`src/core/csc_pkg.sv`:
```
// Purpose: Constants shared by the charger supervisor control block
// Assumes: 8-bit register port, 50 MHz clock
// Notes: Ratio figures are scaled by 1000 (milli units of V/V)
package csc_pkg;

    // ------------------------------------------------------------
    // Register map
    // ------------------------------------------------------------
    localparam logic [2:0] CSC_REG_CTRL = 3'h0;
    localparam logic [2:0] CSC_REG_MASK = 3'h1;
    localparam logic [2:0] CSC_REG_STATUS = 3'h2;
    localparam logic [2:0] CSC_REG_COUNT = 3'h3;
    localparam logic [2:0] CSC_REG_PEND = 3'h4;

    // Control register fields
    localparam int CSC_CTRL_LOCKOUT = 0;
    localparam int CSC_CTRL_PRIO_USB = 1;
    localparam int CSC_CTRL_CMD_SEC = 2;
    localparam int CSC_CTRL_SUSPEND = 3;
    localparam int CSC_CTRL_RATIO_LSB = 4;

    // Status register fields
    localparam int CSC_ST_COLD = 0;
    localparam int CSC_ST_HOT = 1;
    localparam int CSC_ST_OTG = 2;
    localparam int CSC_ST_WALL_GATE = 3;
    localparam int CSC_ST_USB_GATE = 4;
    localparam int CSC_ST_SEC_SEL = 5;
    localparam int CSC_ST_PAUSE = 6;
    localparam int CSC_ST_OVP = 7;

    // Event bits in pending and mask registers
    localparam int CSC_EV_COLD = 0;
    localparam int CSC_EV_HOT = 1;
    localparam int CSC_EV_OTG = 2;
    localparam int CSC_EV_POWER = 3;
    localparam int CSC_EV_LIMIT = 4;
    localparam int CSC_EV_OVP = 5;
    localparam int CSC_EV_NUM = 6;

    // ------------------------------------------------------------
    // Secondary limit ratio codes
    // ------------------------------------------------------------
    localparam logic [3:0] CSC_RATIO_100MA = 4'h0;
    localparam logic [3:0] CSC_RATIO_500MA = 4'h1;
    localparam logic [3:0] CSC_RATIO_900MA = 4'h5;

    // ------------------------------------------------------------
    // Thermistor digitiser
    // ------------------------------------------------------------
    localparam logic [9:0] CSC_RATIO_LO_MILLI = 10'h0_071;
    localparam logic [9:0] CSC_RATIO_HI_MILLI = 10'h0_37F;
    localparam logic [19:0] CSC_RATIO_SCALE = 20'h0_03E8;
    localparam logic [19:0] CSC_SPAN_MICRO = 20'h0_1812;
    localparam logic [6:0] CSC_CODE_MIN = 7'h00;
    localparam logic [6:0] CSC_CODE_MAX = 7'h7F;
    localparam logic [6:0] CSC_COLD_SET = 7'h66;
    localparam logic [6:0] CSC_COLD_CLR = 7'h62;
    localparam logic [6:0] CSC_HOT_SET = 7'h13;
    localparam logic [6:0] CSC_HOT_CLR = 7'h17;

    // Width of the pin group passed through the synchroniser
    localparam int CSC_SYNC_W = 17;
    // Cable detect idles high; its stages reset high so no false attach follows reset
    localparam logic [CSC_SYNC_W-1:0] CSC_SYNC_RST = 17'h0_0010;

endpackage : csc_pkg

```
`src/core/csc_sync.sv`:
```
// Purpose: Two-stage synchroniser for a group of pin levels
// Assumes: Inputs are levels, not pulses
// Notes: First stage is read only by the second stage
`timescale 1ns/1ps
module csc_sync
#(
    parameter int W = 1,
    parameter logic [W-1:0] RST_VAL = '0
)
(
    input wire logic clock,
    input wire logic sys_rst,
    input wire logic [W-1:0] async_in,
    output logic [W-1:0] sync_out
);

    logic [W-1:0] meta;

    always_ff @(posedge clock)
    begin
        if (sys_rst)
        begin
            meta <= RST_VAL;
            sync_out <= RST_VAL;
        end
        else
        begin
            meta <= async_in;
            sync_out <= meta;
        end
    end

endmodule : csc_sync

```
`src/core/csc_charger_supervisor_ctrl.sv`:
```
// Purpose: Supervisory logic of a battery charger: thermistor, source mux, OVP, OTG, limit select
// Assumes: Analog comparators deliver levels; digitiser delivers ratio in milli V/V with a done level
// Notes: Registers reached over a plain strobe port, read data one cycle later
`timescale 1ns/1ps

// Function
// - Ratio below lower end reads as code zero.
// - Ratio above upper end reads as code 0x7F.
// - Between ends, code rises linearly, one step per fixed ratio span.
// - Cold warning sets at count 102, clears at count 98.
// - Hot fault sets at count 19, clears at count 23.
// - Open-drain active-low interrupt from individually maskable status events.
// - Cable detect low and lockout clear starts reverse power from battery.
// - Reverse power goes only through the USB path, never the wall path.
// - Primary limit pin governs only when primary mode is selected.
// - Secondary pin governs on command or when limit pins are tied.
// - Tied pins at power onset start secondary mode at 100mA.
// - Software selects secondary ratios; 100, 500, 900mA among them.
// - Suspend and reverse power both route limiting to the secondary pin.
// - USB gate drives with USB present and no wall voltage, or with USB priority set; reverse power also drives it.
// - Wall overvoltage forces the wall gate low.
// - USB overvoltage holds the USB gate at zero.
// - Charging pauses while temperature is out of range.
// - Wall wins by default when both present; priority is programmable.
// - A software bit locks out the cable detect from starting reverse power.
module csc_charger_supervisor_ctrl
    import csc_pkg::*;
(
    input wire logic clock,
    input wire logic sys_rst,
    input wire logic [2:0] reg_addr,
    input wire logic [7:0] reg_wdata,
    input wire logic reg_wr,
    input wire logic reg_rd,
    output logic [7:0] reg_rdata,
    input wire logic wall_sense,
    input wire logic wall_sense_ov,
    input wire logic usb_sense,
    input wire logic usb_sense_ov,
    input wire logic host_cable_detect_n,
    input wire logic limit_pins_tied,
    input wire logic conv_done,
    input wire logic [9:0] thermistor_ratio,
    output logic wall_gate_drive,
    output logic usb_gate_drive,
    output logic otg_active,
    output logic secondary_limit_pin_sel,
    output logic primary_limit_pin_sel,
    output logic [3:0] secondary_limit_ratio,
    output logic usb_suspend_limit,
    output logic charge_pause,
    output logic irq_n_out,
    output logic irq_n_oe
);

    // ------------------------------------------------------------
    // State
    // ------------------------------------------------------------
    typedef struct packed {
        logic lockout;
        logic prio_usb;
        logic cmd_sec;
        logic suspend;
        logic [3:0] ratio;
        logic [CSC_EV_NUM-1:0] mask;
        logic [CSC_EV_NUM-1:0] pend;
        logic [6:0] count;
        logic cold;
        logic hot;
        logic conv_d;
        logic power_d;
        logic tied_lock;
        logic wall_gate;
        logic usb_gate;
        logic otg;
        logic sec_sel;
        logic ovp;
        logic pause;
        logic irq_oe;
        logic [7:0] rd_data;
    } csc_state_t;

    csc_state_t q;
    csc_state_t next_q;

    // ------------------------------------------------------------
    // Pin synchronisation
    // ------------------------------------------------------------
    logic [CSC_SYNC_W-1:0] pins_sync;
    logic s_wall;
    logic s_wall_ov;
    logic s_usb;
    logic s_usb_ov;
    logic s_cable_n;
    logic s_tied;
    logic s_conv;
    logic [9:0] s_ratio;

    csc_sync #(.W(CSC_SYNC_W), .RST_VAL(CSC_SYNC_RST)) u_sync
    (
        .clock(clock),
        .sys_rst(sys_rst),
        .async_in({thermistor_ratio, conv_done, limit_pins_tied, host_cable_detect_n,
                   usb_sense_ov, usb_sense, wall_sense_ov, wall_sense}),
        .sync_out(pins_sync)
    );

    assign s_wall = pins_sync[0];
    assign s_wall_ov = pins_sync[1];
    assign s_usb = pins_sync[2];
    assign s_usb_ov = pins_sync[3];
    assign s_cable_n = pins_sync[4];
    assign s_tied = pins_sync[5];
    assign s_conv = pins_sync[6];
    assign s_ratio = pins_sync[16:7];

    // ------------------------------------------------------------
    // Digitiser transfer
    // ------------------------------------------------------------
    // Division by a constant; a slow path but only one conversion per frame
    function automatic logic [6:0] csc_ratio_to_code(input logic [9:0] r);
        logic [19:0] num;
        logic [19:0] quo;
        num = 20'h0_0000;
        quo = 20'h0_0000;
        if (r < CSC_RATIO_LO_MILLI)
        begin
            csc_ratio_to_code = CSC_CODE_MIN;
        end
        else if (r > CSC_RATIO_HI_MILLI)
        begin
            csc_ratio_to_code = CSC_CODE_MAX;
        end
        else
        begin
            num = 20'(r - CSC_RATIO_LO_MILLI) * CSC_RATIO_SCALE;
            quo = num / CSC_SPAN_MICRO;
            csc_ratio_to_code = quo[6:0];
        end
    endfunction : csc_ratio_to_code

    // ------------------------------------------------------------
    // Next state
    // ------------------------------------------------------------
    logic conv_edge;
    logic power_now;
    logic otg_now;
    logic wall_ok;
    logic usb_ok;
    logic [6:0] code_now;
    logic [CSC_EV_NUM-1:0] events;
    logic [CSC_EV_NUM-1:0] clr;

    always_comb
    begin
        next_q = q;
        conv_edge = s_conv & ~q.conv_d;
        power_now = s_wall | s_usb;
        wall_ok = s_wall & ~s_wall_ov;
        usb_ok = s_usb & ~s_usb_ov;
        code_now = csc_ratio_to_code(s_ratio);
        clr = '0;

        next_q.conv_d = s_conv;
        next_q.power_d = power_now;

        // Register writes
        if (reg_wr)
        begin
            if (reg_addr == CSC_REG_CTRL)
            begin
                next_q.lockout = reg_wdata[CSC_CTRL_LOCKOUT];
                next_q.prio_usb = reg_wdata[CSC_CTRL_PRIO_USB];
                next_q.cmd_sec = reg_wdata[CSC_CTRL_CMD_SEC];
                next_q.suspend = reg_wdata[CSC_CTRL_SUSPEND];
                next_q.ratio = reg_wdata[CSC_CTRL_RATIO_LSB +: 4];
            end
            else if (reg_addr == CSC_REG_MASK)
            begin
                next_q.mask = reg_wdata[CSC_EV_NUM-1:0];
            end
            else if (reg_addr == CSC_REG_PEND)
            begin
                clr = reg_wdata[CSC_EV_NUM-1:0];
            end
        end

        // Tie strap caught at the onset of input power
        if (power_now && !q.power_d)
        begin
            next_q.tied_lock = s_tied;
            if (s_tied)
            begin
                next_q.ratio = CSC_RATIO_100MA;
            end
        end
        else if (!power_now)
        begin
            next_q.tied_lock = 1'b0;
        end

        // Thermistor sample and hysteresis per conversion
        if (conv_edge)
        begin
            next_q.count = code_now;
            if (code_now >= CSC_COLD_SET)
            begin
                next_q.cold = 1'b1;
            end
            else if (code_now <= CSC_COLD_CLR)
            begin
                next_q.cold = 1'b0;
            end
            if (code_now <= CSC_HOT_SET)
            begin
                next_q.hot = 1'b1;
            end
            else if (code_now >= CSC_HOT_CLR)
            begin
                next_q.hot = 1'b0;
            end
        end
        next_q.pause = next_q.cold | next_q.hot;

        // Reverse power and source mux
        otg_now = ~s_cable_n & ~q.lockout;
        next_q.otg = otg_now;
        next_q.wall_gate = wall_ok & ~otg_now & (~q.prio_usb | ~usb_ok);
        if (otg_now)
        begin
            next_q.usb_gate = ~s_usb_ov;
        end
        else if (q.prio_usb)
        begin
            next_q.usb_gate = usb_ok;
        end
        else
        begin
            next_q.usb_gate = usb_ok & ~s_wall;
        end
        next_q.ovp = s_wall_ov | s_usb_ov;
        next_q.sec_sel = q.cmd_sec | q.tied_lock | q.suspend | otg_now;

        // Sticky events; a new event wins over a clear in the same cycle
        events = '0;
        events[CSC_EV_COLD] = next_q.cold ^ q.cold;
        events[CSC_EV_HOT] = next_q.hot ^ q.hot;
        events[CSC_EV_OTG] = next_q.otg ^ q.otg;
        events[CSC_EV_POWER] = (next_q.wall_gate ^ q.wall_gate) | (next_q.usb_gate ^ q.usb_gate);
        events[CSC_EV_LIMIT] = next_q.sec_sel ^ q.sec_sel;
        events[CSC_EV_OVP] = next_q.ovp ^ q.ovp;
        next_q.pend = (q.pend & ~clr) | events;
        next_q.irq_oe = |(next_q.pend & next_q.mask);

        // Read data, one cycle after the strobe
        next_q.rd_data = 8'h00;
        if (reg_rd)
        begin
            if (reg_addr == CSC_REG_CTRL)
            begin
                next_q.rd_data = {q.ratio, q.suspend, q.cmd_sec, q.prio_usb, q.lockout};
            end
            else if (reg_addr == CSC_REG_MASK)
            begin
                next_q.rd_data = {2'b00, q.mask};
            end
            else if (reg_addr == CSC_REG_STATUS)
            begin
                next_q.rd_data = {q.ovp, q.pause, q.sec_sel, q.usb_gate, q.wall_gate,
                                  q.otg, q.hot, q.cold};
            end
            else if (reg_addr == CSC_REG_COUNT)
            begin
                next_q.rd_data = {1'b0, q.count};
            end
            else if (reg_addr == CSC_REG_PEND)
            begin
                next_q.rd_data = {2'b00, q.pend};
            end
        end
    end

    // ------------------------------------------------------------
    // Registers
    // ------------------------------------------------------------
    always_ff @(posedge clock)
    begin
        if (sys_rst)
        begin
            q <= '0;
        end
        else
        begin
            q <= next_q;
        end
    end

    // ------------------------------------------------------------
    // Outputs
    // ------------------------------------------------------------
    assign reg_rdata = q.rd_data;
    assign wall_gate_drive = q.wall_gate;
    assign usb_gate_drive = q.usb_gate;
    assign otg_active = q.otg;
    assign secondary_limit_pin_sel = q.sec_sel;
    // Primary mode is the complement; one flop drives both pins, through an inverter on this one
    assign primary_limit_pin_sel = ~q.sec_sel;
    assign secondary_limit_ratio = q.ratio;
    assign usb_suspend_limit = q.suspend;
    assign charge_pause = q.pause;
    // Open drain: only ever pulls low
    assign irq_n_out = 1'b0;
    assign irq_n_oe = q.irq_oe;
endmodule : csc_charger_supervisor_ctrl

```
`config.mk`:
```
export PLATFORM = sky130hd
export DESIGN_NAME = csc_charger_supervisor_ctrl
export DESIGN_NICKNAME = d
export VERILOG_FILES = /design/src/core/csc_pkg.sv /design/src/core/csc_sync.sv /design/src/core/csc_charger_supervisor_ctrl.sv
export SDC_FILE = /design/constraint.sdc
export NUM_CORES = 1
export LEC_CHECK = 0
export BUFFER_PORTS_ARGS = -buffer_cell sky130_fd_sc_hd__buf_2
export CAP_MARGIN = 20
export CORE_ASPECT_RATIO = 1.5
export CORE_MARGIN = 4
export CORE_UTILIZATION = 58
export DETAILED_ROUTE_END_ITERATION = 6
export PLACE_DENSITY_LB_ADDON = 0.08
export SYNTH_ARGS = -nofsm -noshare
export SYNTH_HDL_FRONTEND = slang
export SYNTH_SLANG_ARGS = --single-unit
```
`constraint.sdc`:
```
create_clock -name clock -period 13.3 [get_ports clock]
set_input_delay 3.325 -clock clock [delete_from_list [all_inputs] [get_ports clock]]
set_output_delay 3.325 -clock clock [all_outputs]
set_load 0.02 [all_outputs]
```
======== Yosys cells after proc, flatten, opt, wreduce, memory -nomap -nowiden ========
Index checks and enable logic that the tools add are counted.
operators by class
  bitwise logic cells ..................... 37
  reduce and logical (&&, ||, !) cells .... 6
  equality and inequality tests ........... 5
  multiply operators ...................... 1
  $lt $le $gt $ge ......................... 6
  shifts and indexed selects .............. 0
  add/subtract/negate cells ............... 1
  mux-type cells .......................... 26
  divide/modulo/power cells ............... 1
operator list
  kind                                                               count
  two-way mux 6 bit                                                  7
  two-way mux 8 bit                                                  3
  two-way mux 7 bit                                                  3
  divider 20 x 13 -> 20 bit, second input constant                   1
  multiplier 20 x 7 -> 17 bit, second input constant                 1
  AND 6 bit                                                          2
  two-way mux 4 bit                                                  3
  inverter 1 bit                                                     11
  subtractor 10 x 7 -> 11 bit, second input constant                 1
  greater-than comparator 10 bit, second input constant              1
  < comparator 10 x 7 -> 1 bit, second input constant                1
  two-way mux 10 bit                                                 1
  two-way mux 1 bit                                                  8
  bitwise OR 1 bit                                                   8
  AND 1 bit                                                          7
  greater-or-equal comparator 7 x 5 -> 1 bit, second input constant  1
  greater-or-equal comparator 7 bit, second input constant           1
  <= comparator 7 x 5 -> 1 bit, second input constant                1
  <= comparator 7 bit, second input constant                         1
  XOR 1 bit                                                          7
  equality test 3 x 2 -> 1 bit, second input constant                2
  inverter 6 bit                                                     1
  bitwise OR 6 bit                                                   1
  OR reduction 6 bit                                                 1
  other kinds (9)                                                    9
word-level totals
  RAM bits ................................ 0
  memories kept ........................... 0
  bits in latches ......................... 0
  output and inout bits ................... 21
  memory bits (read-only) ................. 0
  register bits after elaboration ......... 81

======== Longest topological paths before layout ========
  word-level depth ........................ 13
  mapped depth ............................ 60
  depth with buffers taken out ............ 51

======== Modules after synthesis ========
From an unflattened synthesis, not the netlist that was laid out.
second synthesis, totals
  cells, all modules ...................... 1209
  area, all modules ....................... 9440.3 µm²
modules (own cells, without submodules)
  module                       cells each  instances  area each (µm²)  sequential area each (µm²)
  csc_charger_supervisor_ctrl  1138        1          8524.4           940.9
  csc_sync                     71          1          915.9            680.7

======== Worst setup path after synthesis ========
OpenSTA, ideal clock, no wires.
  path type ............................... register to register
  start ................................... register u_sync.sync_out[7]
  end ..................................... register q (netlist bit irq_n_oe)
  slack ................................... -0.522 ns
  setup time .............................. 0.122 ns
  stages on the path, launching flop included .. 58
  required time ........................... 13.178 ns
  arrival time ............................ 13.700 ns
  path through ............................ dfxtp_1 buf_1 inv_1 ha_1 nor3b_4 nor2_1 nor2_1 xnor2_1 inv_1 fa_1 inv_1 fa_1 inv_1 fa_1 inv_1 fa_1 inv_1 ha_1 [22 not listed] buf_6 a221oi_4 and4_1 buf_4 a21oi_2 nor2_1 xnor2_1 ha_1 inv_1 a2111oi_1 o211ai_1 or3b_1 a32oi_1 a311oi_1 or4_1 buf_2 a31o_1 a221o_1
on the way
  cells in the longest elaborated chain, start to end .. 13
  elaborated cells on any way between the ends .. 21
  those cells by class .................... add/sub: 1; mul: 1; div: 1; order compare: 6; mux: 7; bitwise: 4; reduce/logical: 1
ends and longest elaborated chain
  item                                                                                      RTL line                                                                source
  start, declared                                                                           csc_sync.sv:14                                                          output logic [W-1:0] sync_out
  start signal, assigned                                                                    csc_sync.sv:29                                                          sync_out <= meta;
  subtractor 10 x 7 -> 11 bit                                                               csc_charger_supervisor_ctrl.sv:136                                      num = 20'(r - CSC_RATIO_LO_MILLI) * CSC_RATIO_SCALE;
  multiplier 20 x 7 -> 17 bit                                                               csc_charger_supervisor_ctrl.sv:136
  divider 20 x 13 -> 20 bit                                                                 csc_charger_supervisor_ctrl.sv:137                                      quo = num / CSC_SPAN_MICRO;
  two-way mux 7 bit                                                                         csc_charger_supervisor_ctrl.sv:130                                      else if (r > CSC_RATIO_HI_MILLI)
  two-way mux 7 bit (*)                                                                     csc_charger_supervisor_ctrl.sv:126                                      if (r < CSC_RATIO_LO_MILLI)
  <= comparator 7 bit / greater-or-equal comparator 7 x 5 -> 1 bit (equally long branches)  csc_charger_supervisor_ctrl.sv:210, csc_charger_supervisor_ctrl.sv:218
  two-way mux 1 bit, on equally long branches                                               csc_charger_supervisor_ctrl.sv:210, csc_charger_supervisor_ctrl.sv:218
  two-way mux 1 bit, on equally long branches                                               csc_charger_supervisor_ctrl.sv:206, csc_charger_supervisor_ctrl.sv:214
  two-way mux 2 bit (*)                                                                     csc_charger_supervisor_ctrl.sv:203                                      if (conv_edge)
  XOR 1 bit, on equally long branches                                                       csc_charger_supervisor_ctrl.sv:246, csc_charger_supervisor_ctrl.sv:247
  bitwise OR 6 bit (*)                                                                      csc_charger_supervisor_ctrl.sv:252                                      next_q.pend = (q.pend & ~clr) | events;
  AND 6 bit (*)                                                                             csc_charger_supervisor_ctrl.sv:253                                      next_q.irq_oe = |(next_q.pend & next_q.mask);
  OR reduction 6 bit (*)                                                                    csc_charger_supervisor_ctrl.sv:253
  end signal, assigned                                                                      csc_charger_supervisor_ctrl.sv:294                                      q <= next_q;
  end, declared                                                                             csc_charger_supervisor_ctrl.sv:83                                       csc_state_t q;
Every way passes the cells marked *; elsewhere a longest branch is shown, timed or not.
A chain may end at the register's enable or synchronous reset.

======== Worst setup path after layout ========
  start ................................... register u_sync.sync_out[10]
  end ..................................... register q (netlist bit irq_n_oe)
The elaborated chain is that of the path after synthesis.

==> results.toml <==
[cells_and_area]
synthToLayoutAreaGrowth_pct = 24.8
drive_above_1_share_pct = 26.6
nets = 1524
n_antenna_cell = 0
instances_no_fill = 1637

[worst_setup_path]
critical-path-slowest-cell = "or4_4"
critPathBufInv = 9
critPathMostFrequentCell = "buf_4"
crit_fanout = 7
ff2ff_path_depth = 52
cp_num_cells = 52
reg2reg_slack_ps = 430
critPathTopFamily = "compound AO/OA/AOI/OAI gates"
required_ps = 13520
cpPeakStageDelay_ps = 590
cp-end-kind = "flop"
crit_end = "irq_n_oe"
startpoint_type = "flop"
path_class = "flop to flop"
r2r-start = "u_sync.sync_out[10]"
r2r_end = "irq_n_oe"
cp_data_arrival_time_ps = 13090
crit_start = "u_sync.sync_out[10]"

[clock_tree]
cts_sinks = 81
cts-root-buf = "clkbuf_16"
holdBufCountCts = 0
cts_buffers = 9
cts_tree = "built"
htreeDepth = 3
cts_buffer_depth = 2
path_clk_slew_ps = 60
clock_latency_ps = 340

[sta]
maxSlewViolCount = 0
hold_viol_final = 0
max_freq_mhz = 77.7
hold_ws_ps = 417
period_needed_ps = 12870
fin_skew_ps = 8.34
period_share_pct = 96.8
worstMarginPinSlew_ps = 881
slew-limit-headroom_pct = 40.8
setup_viol = 0
tns_ps = 0

[synthesis]
syn_area_um2 = 9710
synthFlopType = "dfxtp_1"
ys_seq_area_share_pct = 16.7
synthCells = 1271
synth-edff-count = 0
yosys-top-cells-count = "nor2_1 (124), nand2_1 (112), a21oi_1 (94)"
avgSynthCellArea_um2 = 7.64
yosys_warnings = 0
syn_nets = 1369
ys_seq_elements = 81
postSynth.asyncResetShare_pct = 0
yosysUniqueCellTypes = 103
yosys.area.top_type_share_pct = 16.7
yosysTopAreaCell = "dfxtp_1"
ys_top_cells_by_area = "dfxtp_1 (17%), fa_1 (6.2%), xnor2_1 (6.0%), a21oi_1 (4.8%), nor2_1 (4.8%)"
synth_most_common_cell = "nor2_1"

[floorplanning]
core_um2 = 16300
fp.dieW_um = 114
rows = 57
initial_utilization_pct = 59.4
dieArea_um2 = 18900
dieHeight_um = 166
num_io_pins = 53

[routing]
drtPass1Iterations = 6
drcViolationCount = 0
routedWlPerCell_um = 18.4
drtIter0Drc = 632
vias = 10208
wl_um = 30200
antenna_left = 0
routed_via_density = 6.24

[place]
dp_cells = 1585
placement.io_buffers = 51
hpwl_um = 23600
gp_congestion = 0.954

[global_route]
overflow = 0
grtUsageTotal_pct = 30.2
antenna_found_initial = 0
grt_max_degree = 46
grt_pass1_vias = 9942
grt_pass1_wl_um = 47400

[status]
status = "completed"

[worst_hold_path]
min_path_type = "flop to flop"

[job]
drv_cap = 0
## logic make-up after synthesis
group           share of synthesized area [%]
compound gates                           27.4
xor+xnor                                 8.82
fa+ha+maj                                10.9
buf+inv                                  6.46
flops                                    16.7
mux                                      4.82
other cells                            0.0386
simple gates                             24.9
## routing by layer
layer	vias to the layer above	global-route usage (%)	part of all wire, %
li1	4918	-	-
met1	4846	32.9	38
met2	343	58.1	54
met3	101	1.67	3.4
met4	0	14.3	4.8
met5	-	0	0
## repair_timing
action,4_1_cts,5_1_grt
pin swaps,0,41
gates resized for setup,6,113
gates cloned,0,2
endpoints found under the setup margin,6,8
setup buffers,0,33
## layout by cell type (no fill, tap or decap), types with 11 or more instances in the layout
cell type,netlist,final
buf_4,15,154
nor2_1,124,121
nand2_1,112,108
a21oi_1,94,87
dfxtp_1,81,79
inv_1,71,68
xnor2_1,67,56
buf_2,9,51
nor2b_1,38,38
o21ai_0,39,36
nand3_1,36,35
ha_1,36,33
fa_1,30,30
nor3_1,30,29
mux2i_1,33,27
o211ai_1,25,25
a211oi_1,27,22
xor2_1,27,21
nand2b_1,18,18
a31oi_1,17,16
and3_1,15,14
nand4_1,13,13
xnor2_2,1,12
o21a_1,13,12
a21o_1,12,12
and2_1,14,12
or3_1,12,11
## state kept, by name (all words and copies together) (netlist names)
| signal | count |
|---|---|
| reg_rdata | 8 |
| secondary_limit_ratio | 4 |
| u_sync.sync_out | 17 |
| usb_suspend_limit | 1 |
| wall_gate_drive | 1 |
| q | 28 |
| usb_gate_drive | 1 |
| secondary_limit_pin_sel | 1 |
| charge_pause | 1 |
| irq_n_oe | 1 |
| otg_active | 1 |
| u_sync.meta | 17 |
## through the flow
| stage | area [um^2] | util, % | worst slack, ps |
|---|---|---|---|
| 4_1_cts | 11200 | 68.9 | 85.6 |
| 2_1_floorplan | 9840 | - | 10.3 |
| 5_1_grt | 12100 | 74.2 | -174 |
| 3_3_place_gp | 10900 | 66.9 | -104 |
| 3_5_place_dp | 10900 | 66.9 | -236 |
| 6_report | 12100 | 74.2 | 427 |
## layout make-up
cell class | count | area, um^2
well taps | 206 | 258
clock buffers | 9 | 225
clock inverters | 7 | 65.1
fillers | 1302 | 4220
flip-flops and latches | 81 | 1620
multi-input cells | 1051 | 8200
repair buffers | 211 | 1470
inverters | 72 | 270
## how the worst min path moves through the flow
| stage | startpoint | to | slack, ps | cells past startpoint |
|---|---|---|---|---|
| 2_1_floorplan | u_sync.meta[4] | u_sync.sync_out[4] | 390 | 1 |
| 5_1_grt | u_sync.meta[4] | u_sync.sync_out[4] | 430 | 1 |
| 3_3_place_gp | u_sync.meta[4] | u_sync.sync_out[4] | 410 | 1 |
| 3_5_place_dp | u_sync.meta[4] | u_sync.sync_out[4] | 400 | 1 |
| 4_1_cts | u_sync.meta[4] | u_sync.sync_out[4] | 420 | 1 |
| 6_report | u_sync.meta[4] | u_sync.sync_out[4] | 420 | 1 |
## worst register-to-register path: cells and delay by family, from the launching register on
kind	cells	cell delay (ps)
buffers and inverters	9	1320
XOR/XNOR	2	460
AO/OA/AOI/OAI	18	4360
flip-flops	1	340
adder cells (fa/ha/maj)	6	2380
multiplexers	3	670
AND/OR/NAND/NOR	14	3240
Power is left out: the tool's default activity adds up to more than one toggle a clock period on the data nets, which glitch-free logic cannot reach.
